$ cat src/fspa_params.svh
`ifndef FSPA_PARAMS_SVH
`define FSPA_PARAMS_SVH
// Register byte offsets on the Wishbone slave
`define FSPA_OFF_CTRL 8'h00
`define FSPA_OFF_SEL 8'h04
`define FSPA_OFF_DIV 8'h08
`define FSPA_OFF_DUTY 8'h0c
`define FSPA_OFF_STAT 8'h10
`define FSPA_OFF_MON 8'h14
// Control field positions
`define FSPA_CTRL_EN 0
`define FSPA_CTRL_SYNCMODE 1
`define FSPA_CTRL_FALL 2
`define FSPA_CTRL_PSYNC 3
// Reset values
`define FSPA_CTRL_RST 32'h0000_0000
`define FSPA_DIV_RST 32'h0000_0008
`define FSPA_DUTY_RST 32'h0000_0001
// Least pulse width at the reference input and clk_i period, in ns
`define FSPA_MIN_PULSE_NS 10
`define FSPA_CLK_NS 8
`endif

$ cat src/fspa_pkg.sv
package fspa_pkg;
	// Alignment state of the channel
	typedef enum logic [1:0] {FSPA_IDLE, FSPA_ARMED, FSPA_RUN} fspa_state_e;
	// Wishbone request carrier
	typedef struct packed {
		logic cyc;
		logic stb;
		logic we;
		logic [3:0] sel;
		logic [7:0] adr;
		logic [31:0] dat;
	} fspa_wb_req_s;
	// Control fields
	typedef struct packed {
		logic pulse_sync_enable;
		logic fall_edge;
		logic sync_mode;
		logic enable;
	} fspa_ctrl_s;
endpackage

$ cat src/fspa_align.sv
`timescale 1ns/1ps
`include "fspa_params.svh"
// Contract
// Frame mode: next clock rise after pulse aligns
// Rising pulse edge default, falling selectable
// Accept all listed pulse rates with clock
// Source keeps frame clock integer, under 150MHz
// Output clock and pulse integer related
// Frame outputs align to first clock rise
// Output pulse width selectable by duty, divider
// Pulse sync enable realigns output phase
// Sync mode: pulse edge itself aligns
// Source keeps sync clock integer, under 1GHz
// Sync mode edge rising default, falling selectable
// Sync output rate integer to input rate
// Any input and output selectable for pulses
// Oscillator input unmonitored, failure only inferred
// Synchronise pulse, registered edge detect event
module fspa_align
	import fspa_pkg::*;
#(
	parameter int NUM_IN = 8,
	parameter int NUM_OUT = 4,
	parameter int DIV_W = 16
)(
	input wire logic clk_i,
	input wire logic rst_i,
	input wire logic ce_i,
	// Wishbone classic slave
	input wire logic wb_cyc_i,
	input wire logic wb_stb_i,
	input wire logic wb_we_i,
	input wire logic [3:0] wb_sel_i,
	input wire logic [7:0] wb_adr_i,
	input wire logic [31:0] wb_dat_i,
	output logic [31:0] wb_dat_o,
	output logic wb_ack_o,
	// Reference inputs from pins, asynchronous
	input wire logic [NUM_IN-1:0] ref_in_i,
	// Reference monitor failure flags per input
	input wire logic [NUM_IN-1:0] ref_fail_i,
	// Aligned output clock and generated output pulse
	output logic [NUM_OUT-1:0] aligned_output_clock_o,
	output logic [NUM_OUT-1:0] generated_output_pulse_o,
	// One-cycle alignment event
	output logic align_evt_o,
	// All monitored inputs down: oscillator failure suspected
	output logic osc_fail_infer_o
);

	// Registers
	logic [31:0] ctrl_r, ctrl_nxt;
	logic [31:0] sel_r, sel_nxt;
	logic [31:0] div_r, div_nxt;
	logic [31:0] duty_r, duty_nxt;
	logic ack_r, ack_nxt;
	logic [31:0] rdat_r, rdat_nxt;
	fspa_ctrl_s ctl;

	// Synchronisers for every input pin
	logic [NUM_IN-1:0] sync1_r, sync2_r, sync3_r;

	// Alignment state
	fspa_state_e state_r, state_nxt;
	logic [DIV_W-1:0] cnt_r, cnt_nxt;
	logic out_clk_r, out_clk_nxt;
	logic out_pls_r, out_pls_nxt;
	logic evt_r, evt_nxt;
	logic [7:0] align_cnt_r, align_cnt_nxt;
	logic osc_r, osc_nxt;

	// Selected pulse and clock inputs
	logic pls_cur, pls_prev, clk_cur, clk_prev;
	logic pls_edge, clk_rise;

	// Byte-lane merge, used for every writable register
	function automatic logic [31:0] merge(input logic [31:0] old,
		input logic [31:0] nw, input logic [3:0] sel);
		logic [31:0] r;
		r = old;
		for (int i = 0; i < 4; i++)
		begin
			if (sel[i])
				r[i*8 +: 8] = nw[i*8 +: 8];
		end
		return r;
	endfunction

	assign ctl = fspa_ctrl_s'(ctrl_r[3:0]);

	// Register next values; write on the request cycle, ack one cycle
	always_comb
	begin
		ctrl_nxt = ctrl_r;
		sel_nxt = sel_r;
		div_nxt = div_r;
		duty_nxt = duty_r;
		ack_nxt = 1'b0;
		rdat_nxt = rdat_r;
		if (wb_cyc_i && wb_stb_i && !ack_r)
		begin
			ack_nxt = 1'b1;
			// Unmapped offsets read zero and ignore writes
			rdat_nxt = 32'h0000_0000;
			unique case (wb_adr_i)
				`FSPA_OFF_CTRL:
				begin
					rdat_nxt = {28'h0000000, ctrl_r[3:0]};
					if (wb_we_i)
						ctrl_nxt = merge(ctrl_r, wb_dat_i, wb_sel_i)
							& 32'h0000_000f;
				end
				`FSPA_OFF_SEL:
				begin
					// Any input for pulse and clock, any output
					rdat_nxt = sel_r;
					if (wb_we_i)
						sel_nxt = merge(sel_r, wb_dat_i, wb_sel_i);
				end
				`FSPA_OFF_DIV:
				begin
					rdat_nxt = div_r;
					if (wb_we_i)
						div_nxt = merge(div_r, wb_dat_i, wb_sel_i);
				end
				`FSPA_OFF_DUTY:
				begin
					rdat_nxt = duty_r;
					if (wb_we_i)
						duty_nxt = merge(duty_r, wb_dat_i, wb_sel_i);
				end
				`FSPA_OFF_STAT:
					rdat_nxt = {20'h00000, osc_r, state_r, align_cnt_r,
						out_pls_r};
				`FSPA_OFF_MON:
					rdat_nxt = {{(32-NUM_IN){1'b0}}, ref_fail_i};
				default:
					rdat_nxt = 32'h0000_0000;
			endcase
		end
	end

	// Register bank
	always_ff @(posedge clk_i)
	begin
		if (rst_i)
		begin
			ctrl_r <= `FSPA_CTRL_RST;
			sel_r <= 32'h0000_0000;
			div_r <= `FSPA_DIV_RST;
			duty_r <= `FSPA_DUTY_RST;
			ack_r <= 1'b0;
			rdat_r <= 32'h0000_0000;
		end
		else if (ce_i)
		begin
			ctrl_r <= ctrl_nxt;
			sel_r <= sel_nxt;
			div_r <= div_nxt;
			duty_r <= duty_nxt;
			ack_r <= ack_nxt;
			rdat_r <= rdat_nxt;
		end
	end

	assign wb_ack_o = ack_r;
	assign wb_dat_o = rdat_r;

	// Two flops into this domain, third flop for edge history
	always_ff @(posedge clk_i)
	begin
		if (rst_i)
		begin
			sync1_r <= '0;
			sync2_r <= '0;
			sync3_r <= '0;
		end
		else if (ce_i)
		begin
			sync1_r <= ref_in_i;
			sync2_r <= sync1_r;
			sync3_r <= sync2_r;
		end
	end

	// Input selection; the first stage is never read here
	always_comb
	begin
		pls_cur = sync2_r[sel_r[3:0] % NUM_IN];
		pls_prev = sync3_r[sel_r[3:0] % NUM_IN];
		clk_cur = sync2_r[sel_r[7:4] % NUM_IN];
		clk_prev = sync3_r[sel_r[7:4] % NUM_IN];
		// Polarity select on the pulse
		pls_edge = ctl.fall_edge ? (pls_prev && !pls_cur)
			: (!pls_prev && pls_cur);
		clk_rise = !clk_prev && clk_cur;
	end

	// Alignment machine and output divider
	// The divider counts this clock, so outputs are integer related
	// Pulse rate is free: any edge spacing is accepted
	always_comb
	begin
		state_nxt = state_r;
		cnt_nxt = cnt_r;
		out_clk_nxt = out_clk_r;
		out_pls_nxt = out_pls_r;
		evt_nxt = 1'b0;
		align_cnt_nxt = align_cnt_r;
		// Not sticky; hardware sets it from the monitors every enabled cycle
		osc_nxt = &ref_fail_i;
		if (!ctl.enable)
		begin
			state_nxt = FSPA_IDLE;
		end
		else
		begin
			unique case (state_r)
				FSPA_IDLE:
					state_nxt = FSPA_RUN;
				FSPA_ARMED:
				begin
					// Frame mode waits for the next clock rise
					if (clk_rise)
					begin
						cnt_nxt = '0;
						evt_nxt = 1'b1;
						align_cnt_nxt = align_cnt_r + 8'h01;
						state_nxt = FSPA_RUN;
					end
				end
				FSPA_RUN:
				begin
					if (cnt_r >= div_r[DIV_W-1:0] - DIV_W'(1))
						cnt_nxt = '0;
					else
						cnt_nxt = cnt_r + DIV_W'(1);
				end
				default:
					state_nxt = FSPA_IDLE;
			endcase
			// Realign only while sync of the output is enabled
			if (pls_edge && ctl.pulse_sync_enable)
			begin
				if (ctl.sync_mode)
				begin
					// Pulse edge itself is the alignment edge
					cnt_nxt = '0;
					evt_nxt = 1'b1;
					align_cnt_nxt = align_cnt_r + 8'h01;
					state_nxt = FSPA_RUN;
				end
				else
				begin
					state_nxt = FSPA_ARMED;
				end
			end
		end
		// Output clock is high for the first half of the period
		out_clk_nxt = ctl.enable &&
			(cnt_nxt < (div_r[DIV_W-1:0] >> 1));
		// Pulse width in clk_i cycles from the duty field
		out_pls_nxt = ctl.enable && (cnt_nxt < duty_r[DIV_W-1:0]);
	end

	// Alignment state registers
	always_ff @(posedge clk_i)
	begin
		if (rst_i)
		begin
			state_r <= FSPA_IDLE;
			cnt_r <= '0;
			out_clk_r <= 1'b0;
			out_pls_r <= 1'b0;
			evt_r <= 1'b0;
			align_cnt_r <= 8'h00;
			osc_r <= 1'b0;
		end
		else if (ce_i)
		begin
			state_r <= state_nxt;
			cnt_r <= cnt_nxt;
			out_clk_r <= out_clk_nxt;
			out_pls_r <= out_pls_nxt;
			evt_r <= evt_nxt;
			align_cnt_r <= align_cnt_nxt;
			osc_r <= osc_nxt;
		end
	end

	// Route to the selected outputs
	always_comb
	begin
		aligned_output_clock_o = '0;
		generated_output_pulse_o = '0;
		aligned_output_clock_o[sel_r[11:8] % NUM_OUT] = out_clk_r;
		generated_output_pulse_o[sel_r[15:12] % NUM_OUT] = out_pls_r;
	end

	assign align_evt_o = evt_r;
	assign osc_fail_infer_o = osc_r;
endmodule // fspa_align

$ cat config.mk
export PLATFORM = sky130hd
export DESIGN_NAME = fspa_align
export DESIGN_NICKNAME = d
export VERILOG_FILES = /design/src/fspa_pkg.sv /design/src/fspa_align.sv
export VERILOG_INCLUDE_DIRS = /design/src
export SDC_FILE = /design/constraint.sdc
export NUM_CORES = 1
export LEC_CHECK = 0
export BUFFER_PORTS_ARGS = -buffer_cell sky130_fd_sc_hd__buf_4
export CORE_UTILIZATION = 50
export DETAILED_ROUTE_END_ITERATION = 7
export PLACE_DENSITY_LB_ADDON = 0.3
export SYNTH_ARGS = -nofsm -noshare
export SYNTH_HDL_FRONTEND = slang
export SYNTH_SLANG_ARGS = --single-unit
$ cat constraint.sdc
create_clock -name clk_i -period 5.4 [get_ports clk_i]
set_input_delay 0.54 -clock clk_i [delete_from_list [all_inputs] [get_ports clk_i]]
set_output_delay 0.54 -clock clk_i [all_outputs]
set_load 0.03 [all_outputs]
==> impl_metrics.yaml, run 1 <==
global_routing:
  groute.usage.overall: 0.271
  grt_pass1_vias: 8172
  grt_max_degree: 125
  grt_pass1_wl_um: 43100
  antenna_found_initial: 0
  grt_overflow_total: 0
finish:
  drive_above_1_share: 0.164
  final_core_util: 0.597
  final_nets: 1350
  area_delta_synth_final_pct: 16.7
  final_cell_area_mm2: 0.0117
  antenna_cells: 0
worst_setup_path:
  crit_chain: "nor3_2, nand4_1, nor4_4, nand2_1, nor4_2, xnor2_1, ha_1, a21oi_1, o2111ai_1, a211oi_2, o21ai_2, buf_4, o21ai_0, a22oi_1, o2bb2ai_1, ha_1, a21o_1, a2111oi_1, o21a_1, nor2_1, a2111oi_2"
  timing.rr.end: "out_clk_r$_SDFFE_PP0P_"
  cp_slowest_cell: "a2111oi_1"
  slowest_delay_ps: 460
  crit_required_ps: 5730
  reg2reg_from: "div_r[0]$_SDFFE_PP0P_"
  crit_path_end_kind: "register"
  cp_max_fo: 8
  cp-startpoint: "div_r[0]$_SDFFE_PP0P_"
  critPathKind: "reg2reg"
  reg2reg_depth: 21
  startpoint_type: "register"
  path_delay_family: "compound AO/OA/AOI/OAI gates"
  critical_path.most_common_cell: "ha_1"
  r2r_setup_slack_ps: 440
  cp.arrival_ps: 5290
  cp.depth: 21
  crit_end: "out_clk_r$_SDFFE_PP0P_"
  path_buf_inv: 1
synthesis:
  synth_cell_types: 67
  syn_inst: 1152
  async_flop_share: 0
  avgSynthCellArea_um2: 8.71
  synth-edff-count: 0
  synthTopCellsByArea: "dfxtp_1, mux2i_1, nor2_1"
  yosysTopAreaCellShare: 0.373
  synthesis.area_mm2: 0.0100
  synthFlopType: "dfxtp_1"
  yosysWarnings: 0
  yosysSeqAreaShare: 0.373
  yosysTopAreaCell: "dfxtp_1"
  ys_ff_latch: 187
  synth_fp_nets: 1269
sta:
  drv_slew: 0
  finalSetupViolCount: 0
  rsz0062_at_grt: "false"
  hold_violations: 0
  fin_crit_ps: 4960
  relSlewSlack: 0.352
  whs_ps: 329
  tns_ps: 0
  fin_worst_skew_ps: 14.0
  worstMarginPinSlew_ps: 973
  fin_crit_sh: 0.918
  timing.fmax_mhz: 202
detailed_routing:
  drt_iter0_markers: 781
  vias: 8782
  post_drt_via_cell_ratio: 5.81
  first_pass_iters: 5
  antenna_left: 0
  wl_per_cell_um: 18.0
  drc: 0
  drt-total-wl_um: 27200
placed_design:
  hpwl_um: 19600
  gp_congestion: 0.941
  io_buffers: 108
  dpl-instance-area_mm2: 0.0110
cts:
  cts_tree: "done"
  h-tree-depth: 4
  cts.sinks: 187
  cts_max_path_buffers: 2
  holdBufCountCts: 0
  cts_root_buf: "clkbuf_16"
  clk_latency_ps: 440
  numCtsBuffers: 17
  clk_pin_slew_ps: 80
floorplanning:
  core_region_area_mm2: 0.0196
  io_pins: 109
  start_util: 0.512
  dieHeight_um: 144
  die_area_mm2: 0.0206
  die_w_um: 144
  fp-row-count: 51
outcome:
  status: "finished clean"
power_and_ir_drop:
  total_power_mw: 2.86
  peakVddDrop_v: 0.000216
  p_leak_nw: 4.55
  power_density_mw_per_mm2: 244
flow_run:
  drv_cap: 0
worst_hold_path:
  hold_class: "in2reg"
## state kept, by name, summed over array words and instances, names as in the netlist, 8 cells and up
name and cells:
cnt_r 16, sync3_r 8, sync2_r 8, duty_r 32, sel_r 32, wb_dat_o 32, sync1_r 8, align_cnt_r 8
div_r 32
## metal layers
| metal | up-vias | track usage | routed length (um) |
|---|---|---|---|
| met5 | - | 0 | 0 |
| met4 | 0 | 0.0941 | 671 |
| met3 | 51 | 0.0500 | 1680 |
| li1 | 4276 | - | - |
| met1 | 4123 | 0.367 | 12300 |
| met2 | 332 | 0.429 | 12500 |
## report_power, final
group | switching [mW] | internal (mW) | total [mW]
combinational | 0.0987 | 0.0670 | 0.166
clock | 0.623 | 0.679 | 1.30
sequential | 0.00786 | 1.39 | 1.39
## placed cells by master, fill, tap and decap left out, types with 4 or more instances in the layout
master,Yosys,routed
a211oi_1,8,7
a21o_1,9,9
a21oi_1,63,63
a221oi_1,5,5
a22o_1,14,14
a22oi_1,36,36
and3_1,6,6
buf_4,0,121
clkbuf_16,0,17
dfxtp_1,187,187
ha_1,51,51
inv_1,53,53
inv_8,0,5
mux2_2,17,17
mux2i_1,130,130
mux4_2,7,7
nand2_1,60,60
nand2b_1,11,11
nand3_1,21,21
nand3b_1,4,4
nand4_1,17,17
nor2_1,195,195
nor2_2,9,9
nor2b_1,9,9
nor3_1,40,37
nor3_2,1,4
nor3b_1,6,6
nor4_1,8,6
o211ai_1,5,5
o21a_1,5,5
o21ai_0,33,33
o221ai_1,4,4
o22ai_1,7,7
o2bb2ai_1,4,4
xnor2_1,17,17
## cells in the mapped netlist (all sizes together), types with 14 or more instances
| cell | number |
|---|---|
| a21oi | 64 |
| a22o | 14 |
| a22oi | 36 |
| clkbuf | 51 |
| dfxtp | 187 |
| ha | 51 |
| inv | 54 |
| mux2 | 19 |
| mux2i | 130 |
| nand2 | 60 |
| nand3 | 21 |
| nand4 | 17 |
| nor2 | 204 |
| nor3 | 41 |
| o21ai | 37 |
| xnor2 | 17 |
## stage by stage
step	setup WS [ps]	std cells
2_1_floorplan	801	1152
3_3_place_gp	398	1478
3_5_place_dp	37.0	1478
4_1_cts	164	1510
5_1_grt	74.8	1511
6_report	443	1511
## area by class of cell
type	instances	area [um^2]
fill	1779	7890
clock inverter	14	174
clock buffer	18	439
tap	265	332
sequential	187	3740
inverter	55	206
multi-input combinational	850	5890
timing repair buffer	122	920
## worst min-delay path by stage
stage	startpoint	end	cells after the start	slack (ps)
after global placement	duty_r[26]$_SDFFE_PP0P_	duty_r[26]$_SDFFE_PP0P_	2	470
after CTS	ref_in_i[1]	sync1_r[1]$_SDFFE_PP0P_	3	320
after floorplan	duty_r[16]$_SDFFE_PP0P_	duty_r[16]$_SDFFE_PP0P_	2	450
after global routing	ref_in_i[7]	sync1_r[7]$_SDFFE_PP0P_	3	330
after detailed placement	wb_dat_o[29]$_SDFFE_PP0P_	wb_dat_o[29]$_SDFFE_PP0P_	2	480
final	ref_in_i[4]	sync1_r[4]$_SDFFE_PP0P_	3	330
## tightest hold or removal path: cells and delay by family
family        cells  cell delay, ps
buf+inv           1              80
simple gates      1              70
mux               1              50
## repair_timing
item,4_1_cts,5_1_grt
setup endpoints to repair,1,2
setup buffers,0,1
resized for setup,1,7
pin swaps,0,1
## cell families after synthesis
logic type | after synthesis | synth area share
simple gates | 403 | 0.186
compound gates | 221 | 0.149
flops | 187 | 0.373
mux | 156 | 0.167
buf+inv | 115 | 0.0443
fa+ha+maj | 51 | 0.0636
xor+xnor | 19 | 0.0166
Power figures use the tool's default switching activity.
==> inputs of run 2 (changes only) <==
--- a/config.mk
+++ b/config.mk
@@ -6,9 +6,11 @@
 export SDC_FILE = /design/constraint.sdc
 export NUM_CORES = 1
 export LEC_CHECK = 0
-export BUFFER_PORTS_ARGS = -buffer_cell sky130_fd_sc_hd__buf_4
+export CORE_MARGIN = 4
 export CORE_UTILIZATION = 50
 export DETAILED_ROUTE_END_ITERATION = 7
+export DONT_BUFFER_PORTS = 1
+export GPL_TIMING_DRIVEN = 1
 export PLACE_DENSITY_LB_ADDON = 0.3
 export SYNTH_ARGS = -nofsm -noshare
 export SYNTH_HDL_FRONTEND = slang
==> impl_metrics.yaml, run 2 (synthesis results as in run 1) <==
flow_run:
  drv_cap: 0
detailed_routing:
  drt_iter0_markers: 782
  first_pass_iters: 6
  vias: 8375
  wl_per_cell_um: 19.2
  post_drt_via_cell_ratio: 5.99
  antenna_left: 0
  drc: 0
  drt-total-wl_um: 26800
placed_design:
  place_inst: 1366
  hpwl_um: 19200
  io_buffers: 0
  gp_congestion: 0.904
sta:
  finalSetupViolCount: 0
  hold_violations: 0
  whs_ps: 170
  fin_crit_sh: 0.918
  timing.fmax_mhz: 202
  fin_worst_skew_ps: 12.4
  fin_crit_ps: 4960
  relSlewSlack: 0.350
  rsz0062_at_grt: "false"
  tns_ps: 0
  drv_slew: 0
  worstMarginPinSlew_ps: 975
power_and_ir_drop:
  power.share.switching: 0.243
  total_power_mw: 2.69
  comb_power_share: 0.026
  pwr-share-seq: 0.520
  intPower_mw: 2.03
  power_density_mw_per_mm2: 249
  p_sw_uw: 653
  p_leak_nw: 3.96
  peakVddDrop_v: 0.000201
  clkPwrFrac: 0.454
global_routing:
  grt_overflow_total: 0
  met1_usage: 0.321
  grt_max_degree: 187
  met3_usage: 0.0651
  met2_usage: 0.370
  groute.usage.overall: 0.238
  antenna_found_initial: 0
  busiest_layer: "met2"
  grt_pass1_vias: 7765
  grt_pass1_wl_um: 42000
finish:
  area_delta_synth_final_pct: 7.65
  drive_above_1_share: 0.0786
  fin_cells: 1398
  final_nets: 1237
  layout_common_cells: "nor2_1, dfxtp_1, mux2i_1"
  final_core_util: 0.551
  antenna_cells: 0
  layout_commonest_cell: "nor2_1"
cts:
  cts.sinks: 187
  h-tree-depth: 4
  cts_root_buf: "clkbuf_16"
  cts_tree: "done"
  numCtsBuffers: 17
  clk_pin_slew_ps: 70
  cts_max_path_buffers: 2
  clk_latency_ps: 440
worst_setup_path:
  path_delay_family: "compound AO/OA/AOI/OAI gates"
  critPathKind: "reg2reg"
  cp_slowest_cell: "o21ai_2"
  cp_max_fo: 9
  slowest_delay_ps: 350
  startpoint_type: "register"
  crit_path_end_kind: "register"
  cp.arrival_ps: 5290
  path_buf_inv: 1
  crit_chain: "nor3_1, nand4_1, nor4_4, nand2_1, nor3_1, xnor2_1, ha_1, nand2_1, nor2_1, o2111ai_1, o21ai_2, buf_4, o21ai_0, a22oi_1, o2bb2ai_1, ha_1, a21o_1, a21o_1, a21oi_1, a2111o_1, a21oi_1, a2111oi_2"
  crit_required_ps: 5730
floorplanning:
  die_area_mm2: 0.0224
  fp-row-count: 51
  die_w_um: 150
  core_region_area_mm2: 0.0196
  io_pins: 109
  start_util: 0.512
  dieHeight_um: 150
outcome:
  status: "finished clean"
worst_hold_path:
  hold_class: "in2reg"
==> run 2: cell type report <==
class,count,area [um^2]
multi-input cells,850,5880
clock inverters,15,145
inverters,55,206
fillers,1822,8790
flip-flops and latches,187,3740
repair buffers,9,67.6
clock buffers,17,425
well taps,265,332
==> run 2: through the flow <==
step,setup slack (ps),instance area (um^2)
finish,441,10800
global route,9.96,10800
CTS,308,10800
detailed placement,365,10200
global placement,489,10200
floorplan,801,10000
==> run 2: repair_timing <==
action / CTS / global route
hold buffers: 0 / 0
setup buffers: 0 / 0
endpoints found under the setup margin: 0 / 2
gates resized for setup: 0 / 5
==> run 2: final timing paths <==
| path | start | to | slack [ps] | cells after the start |
|---|---|---|---|---|
| max reg2reg | div_r[0]$_SDFFE_PP0P_ | out_clk_r$_SDFFE_PP0P_ | 440 | 22 |
| min reg2reg | duty_r[18]$_SDFFE_PP0P_ | duty_r[18]$_SDFFE_PP0P_ | 490 | 2 |
| min | rst_i | cnt_r[0]$_SDFFE_PP0P_ | 170 | 1 |
| max | div_r[0]$_SDFFE_PP0P_ | out_clk_r$_SDFFE_PP0P_ | 440 | 22 |
==> run 2: metal layers <==
| metal | wire [um] | part of all wire |
|---|---|---|
| met2 | 12100 | 0.45 |
| met1 | 11900 | 0.45 |
| met5 | 0 | 0 |
| met4 | 603 | 0.022 |
| met3 | 2190 | 0.081 |
==> run 2: power groups by stage <==
| stage | Combinational [mW] | Clock (mW) | Sequential, mW |
|---|---|---|---|
| after floorplan | 0.0866 | 0 | 1.43 |
| after global placement | 0.0667 | 0 | 1.43 |
| after detailed placement | 0.0685 | 0 | 1.43 |
| after CTS | 0.0689 | 1.24 | 1.40 |
| after global routing | 0.0759 | 1.30 | 1.40 |
| final | 0.0692 | 1.22 | 1.40 |
==> run 2: worst reg2reg max path, stage by stage (launching register included) <==
cell	delay, ps
dfxtp_1	340
nor3_1	290
nand4_1	290
nor4_4	250
nand2_1	130
nor3_1	230
xnor2_1	100
ha_1	300
nand2_1	70
nor2_1	220
o2111ai_1	220
o21ai_2	350
buf_4	230
o21ai_0	130
a22oi_1	220
o2bb2ai_1	120
ha_1	320
a21o_1	190
a21o_1	170
a21oi_1	190
a2111o_1	190
a21oi_1	60
a2111oi_2	260
==> inputs of run 3 (changes only) <==
--- a/config.mk
+++ b/config.mk
@@ -12,6 +12,7 @@
 export DONT_BUFFER_PORTS = 1
 export GPL_TIMING_DRIVEN = 1
 export PLACE_DENSITY_LB_ADDON = 0.3
+export REMOVE_ABC_BUFFERS = 1
 export SYNTH_ARGS = -nofsm -noshare
 export SYNTH_HDL_FRONTEND = slang
 export SYNTH_SLANG_ARGS = --single-unit
==> impl_metrics.yaml, run 3 (synthesis results as in run 1) <==
cts:
  cts.sinks: 187
  cts_tree: "done"
  cts_root_buf: "clkbuf_16"
  numCtsBuffers: 17
  ctsResizeCount: 0
  clk_latency_ps: 430
  cts_setup_buffers: 0
  holdBufCountCts: 0
  h-tree-depth: 4
  clk_pin_slew_ps: 80
  cts_max_path_buffers: 2
global_routing:
  groute.usage.overall: 0.240
  grt_overflow_total: 0
  busiest_layer: "met2"
  met2_usage: 0.379
  met1_usage: 0.332
  antenna_found_initial: 0
  grt_pass1_wl_um: 42800
  grt_max_degree: 187
  met3_usage: 0.0527
  grt_pass1_vias: 7914
sta:
  tns_ps: 0
  drv_slew: 0
  fin_crit_sh: 0.920
  worstMarginPinSlew_ps: 1100
  fin_crit_ps: 4970
  timing.fmax_mhz: 201
  whs_ps: 178
  hold_violations: 0
  relSlewSlack: 0.263
  setup_ws_ps: 432
  fin_worst_skew_ps: 8.62
  finalSetupViolCount: 0
  rsz0062_at_grt: "false"
power_and_ir_drop:
  p_leak_nw: 3.97
  total_power_mw: 2.76
  power_density_mw_per_mm2: 255
  peakVddDrop_v: 0.000202
detailed_routing:
  vias: 8346
  wl_per_cell_um: 19.3
  drc: 0
  drt-total-wl_um: 27000
  drt_iter0_markers: 520
  first_pass_iters: 5
  post_drt_via_cell_ratio: 5.97
  antenna_left: 0
worst_setup_path:
  startpoint_type: "register"
  critPathKind: "reg2reg"
  cp.arrival_ps: 5300
  cp_max_fo: 9
  crit_required_ps: 5740
  crit_path_end_kind: "register"
flow_run:
  drv_cap: 0
finish:
  layout_commonest_cell: "nor2_1"
  drive_above_1_share: 0.0786
  layout_common_cells: "nor2_1, dfxtp_1, mux2i_1"
  final_cell_area_mm2: 0.0108
  area_delta_synth_final_pct: 8.02
  antenna_cells: 0
  final_nets: 1237
  fin_cells: 1398
  final_core_util: 0.553
floorplanning:
  core_region_area_mm2: 0.0196
  fp-row-count: 51
  die_area_mm2: 0.0224
  die_w_um: 150
  start_util: 0.512
  dieHeight_um: 150
  io_pins: 109
placed_design:
  dpl_worst_slack_ps: 210
  hpwl_um: 19300
  io_buffers: 0
  place_inst: 1366
  dpl-instance-area_mm2: 0.0102
  gp_congestion: 0.931
worst_hold_path:
  hold_class: "in2reg"
outcome:
  status: "finished clean"
## run 3: cell count changes in the layout (fill, tap and decap cells not counted), moves of 2 or more
cell and delta:
clkinv_4 -2, inv_8 -3, clkinv_2 -2, clkinv_8 +3
## run 3: path summary, 6_finish.rpt
path | startpoint | endpoint | slack (ps) | cells after the start
worst max register to register | div_r[0]$_SDFFE_PP0P_ | out_clk_r$_SDFFE_PP0P_ | 430 | 22
worst min-delay path | rst_i | sync1_r[6]$_SDFFE_PP0P_ | 180 | 1
worst max-delay path | div_r[0]$_SDFFE_PP0P_ | out_clk_r$_SDFFE_PP0P_ | 430 | 22
worst min register to register | sync1_r[6]$_SDFFE_PP0P_ | sync1_r[6]$_SDFFE_PP0P_ | 500 | 2
## run 3: power by group
group	internal, mW	switching, mW
sequential	1.39	0.0110
combinational	0.0340	0.0347
clock	0.678	0.616
total	2.10	0.661
## run 3: metal layers
metal,vias to the layer above,part of all wire
li1,4064,-
met1,3972,0.45
met2,271,0.47
met3,39,0.063
met4,0,0.022
met5,-,0
## run 3: area by class of cell
cell class                 count  area, um^2
clock inverter                14         179
sequential                   187        3740
tap                          265         332
multi-input combinational    850        5870
inverter                      55         206
clock buffer                  18         439
timing repair buffer           9        67.6
fill                        1805        8750
## run 3: worst max-delay path, cell delays in order, from the launching register on
cell,delay (ps)
dfxtp_1,340
nor3_1,260
nand4_1,200
nor4_2,250
nand2_1,160
nor4_1,260
xnor2_1,170
ha_1,260
a21oi_1,180
o2111ai_1,170
a211oi_2,290
o21ai_2,150
buf_4,200
o21ai_0,240
a22oi_1,130
o2bb2ai_1,250
ha_1,300
a21o_1,180
a21o_1,170
a21oi_1,180
a2111o_1,200
a21oi_1,60
a2111oi_2,270
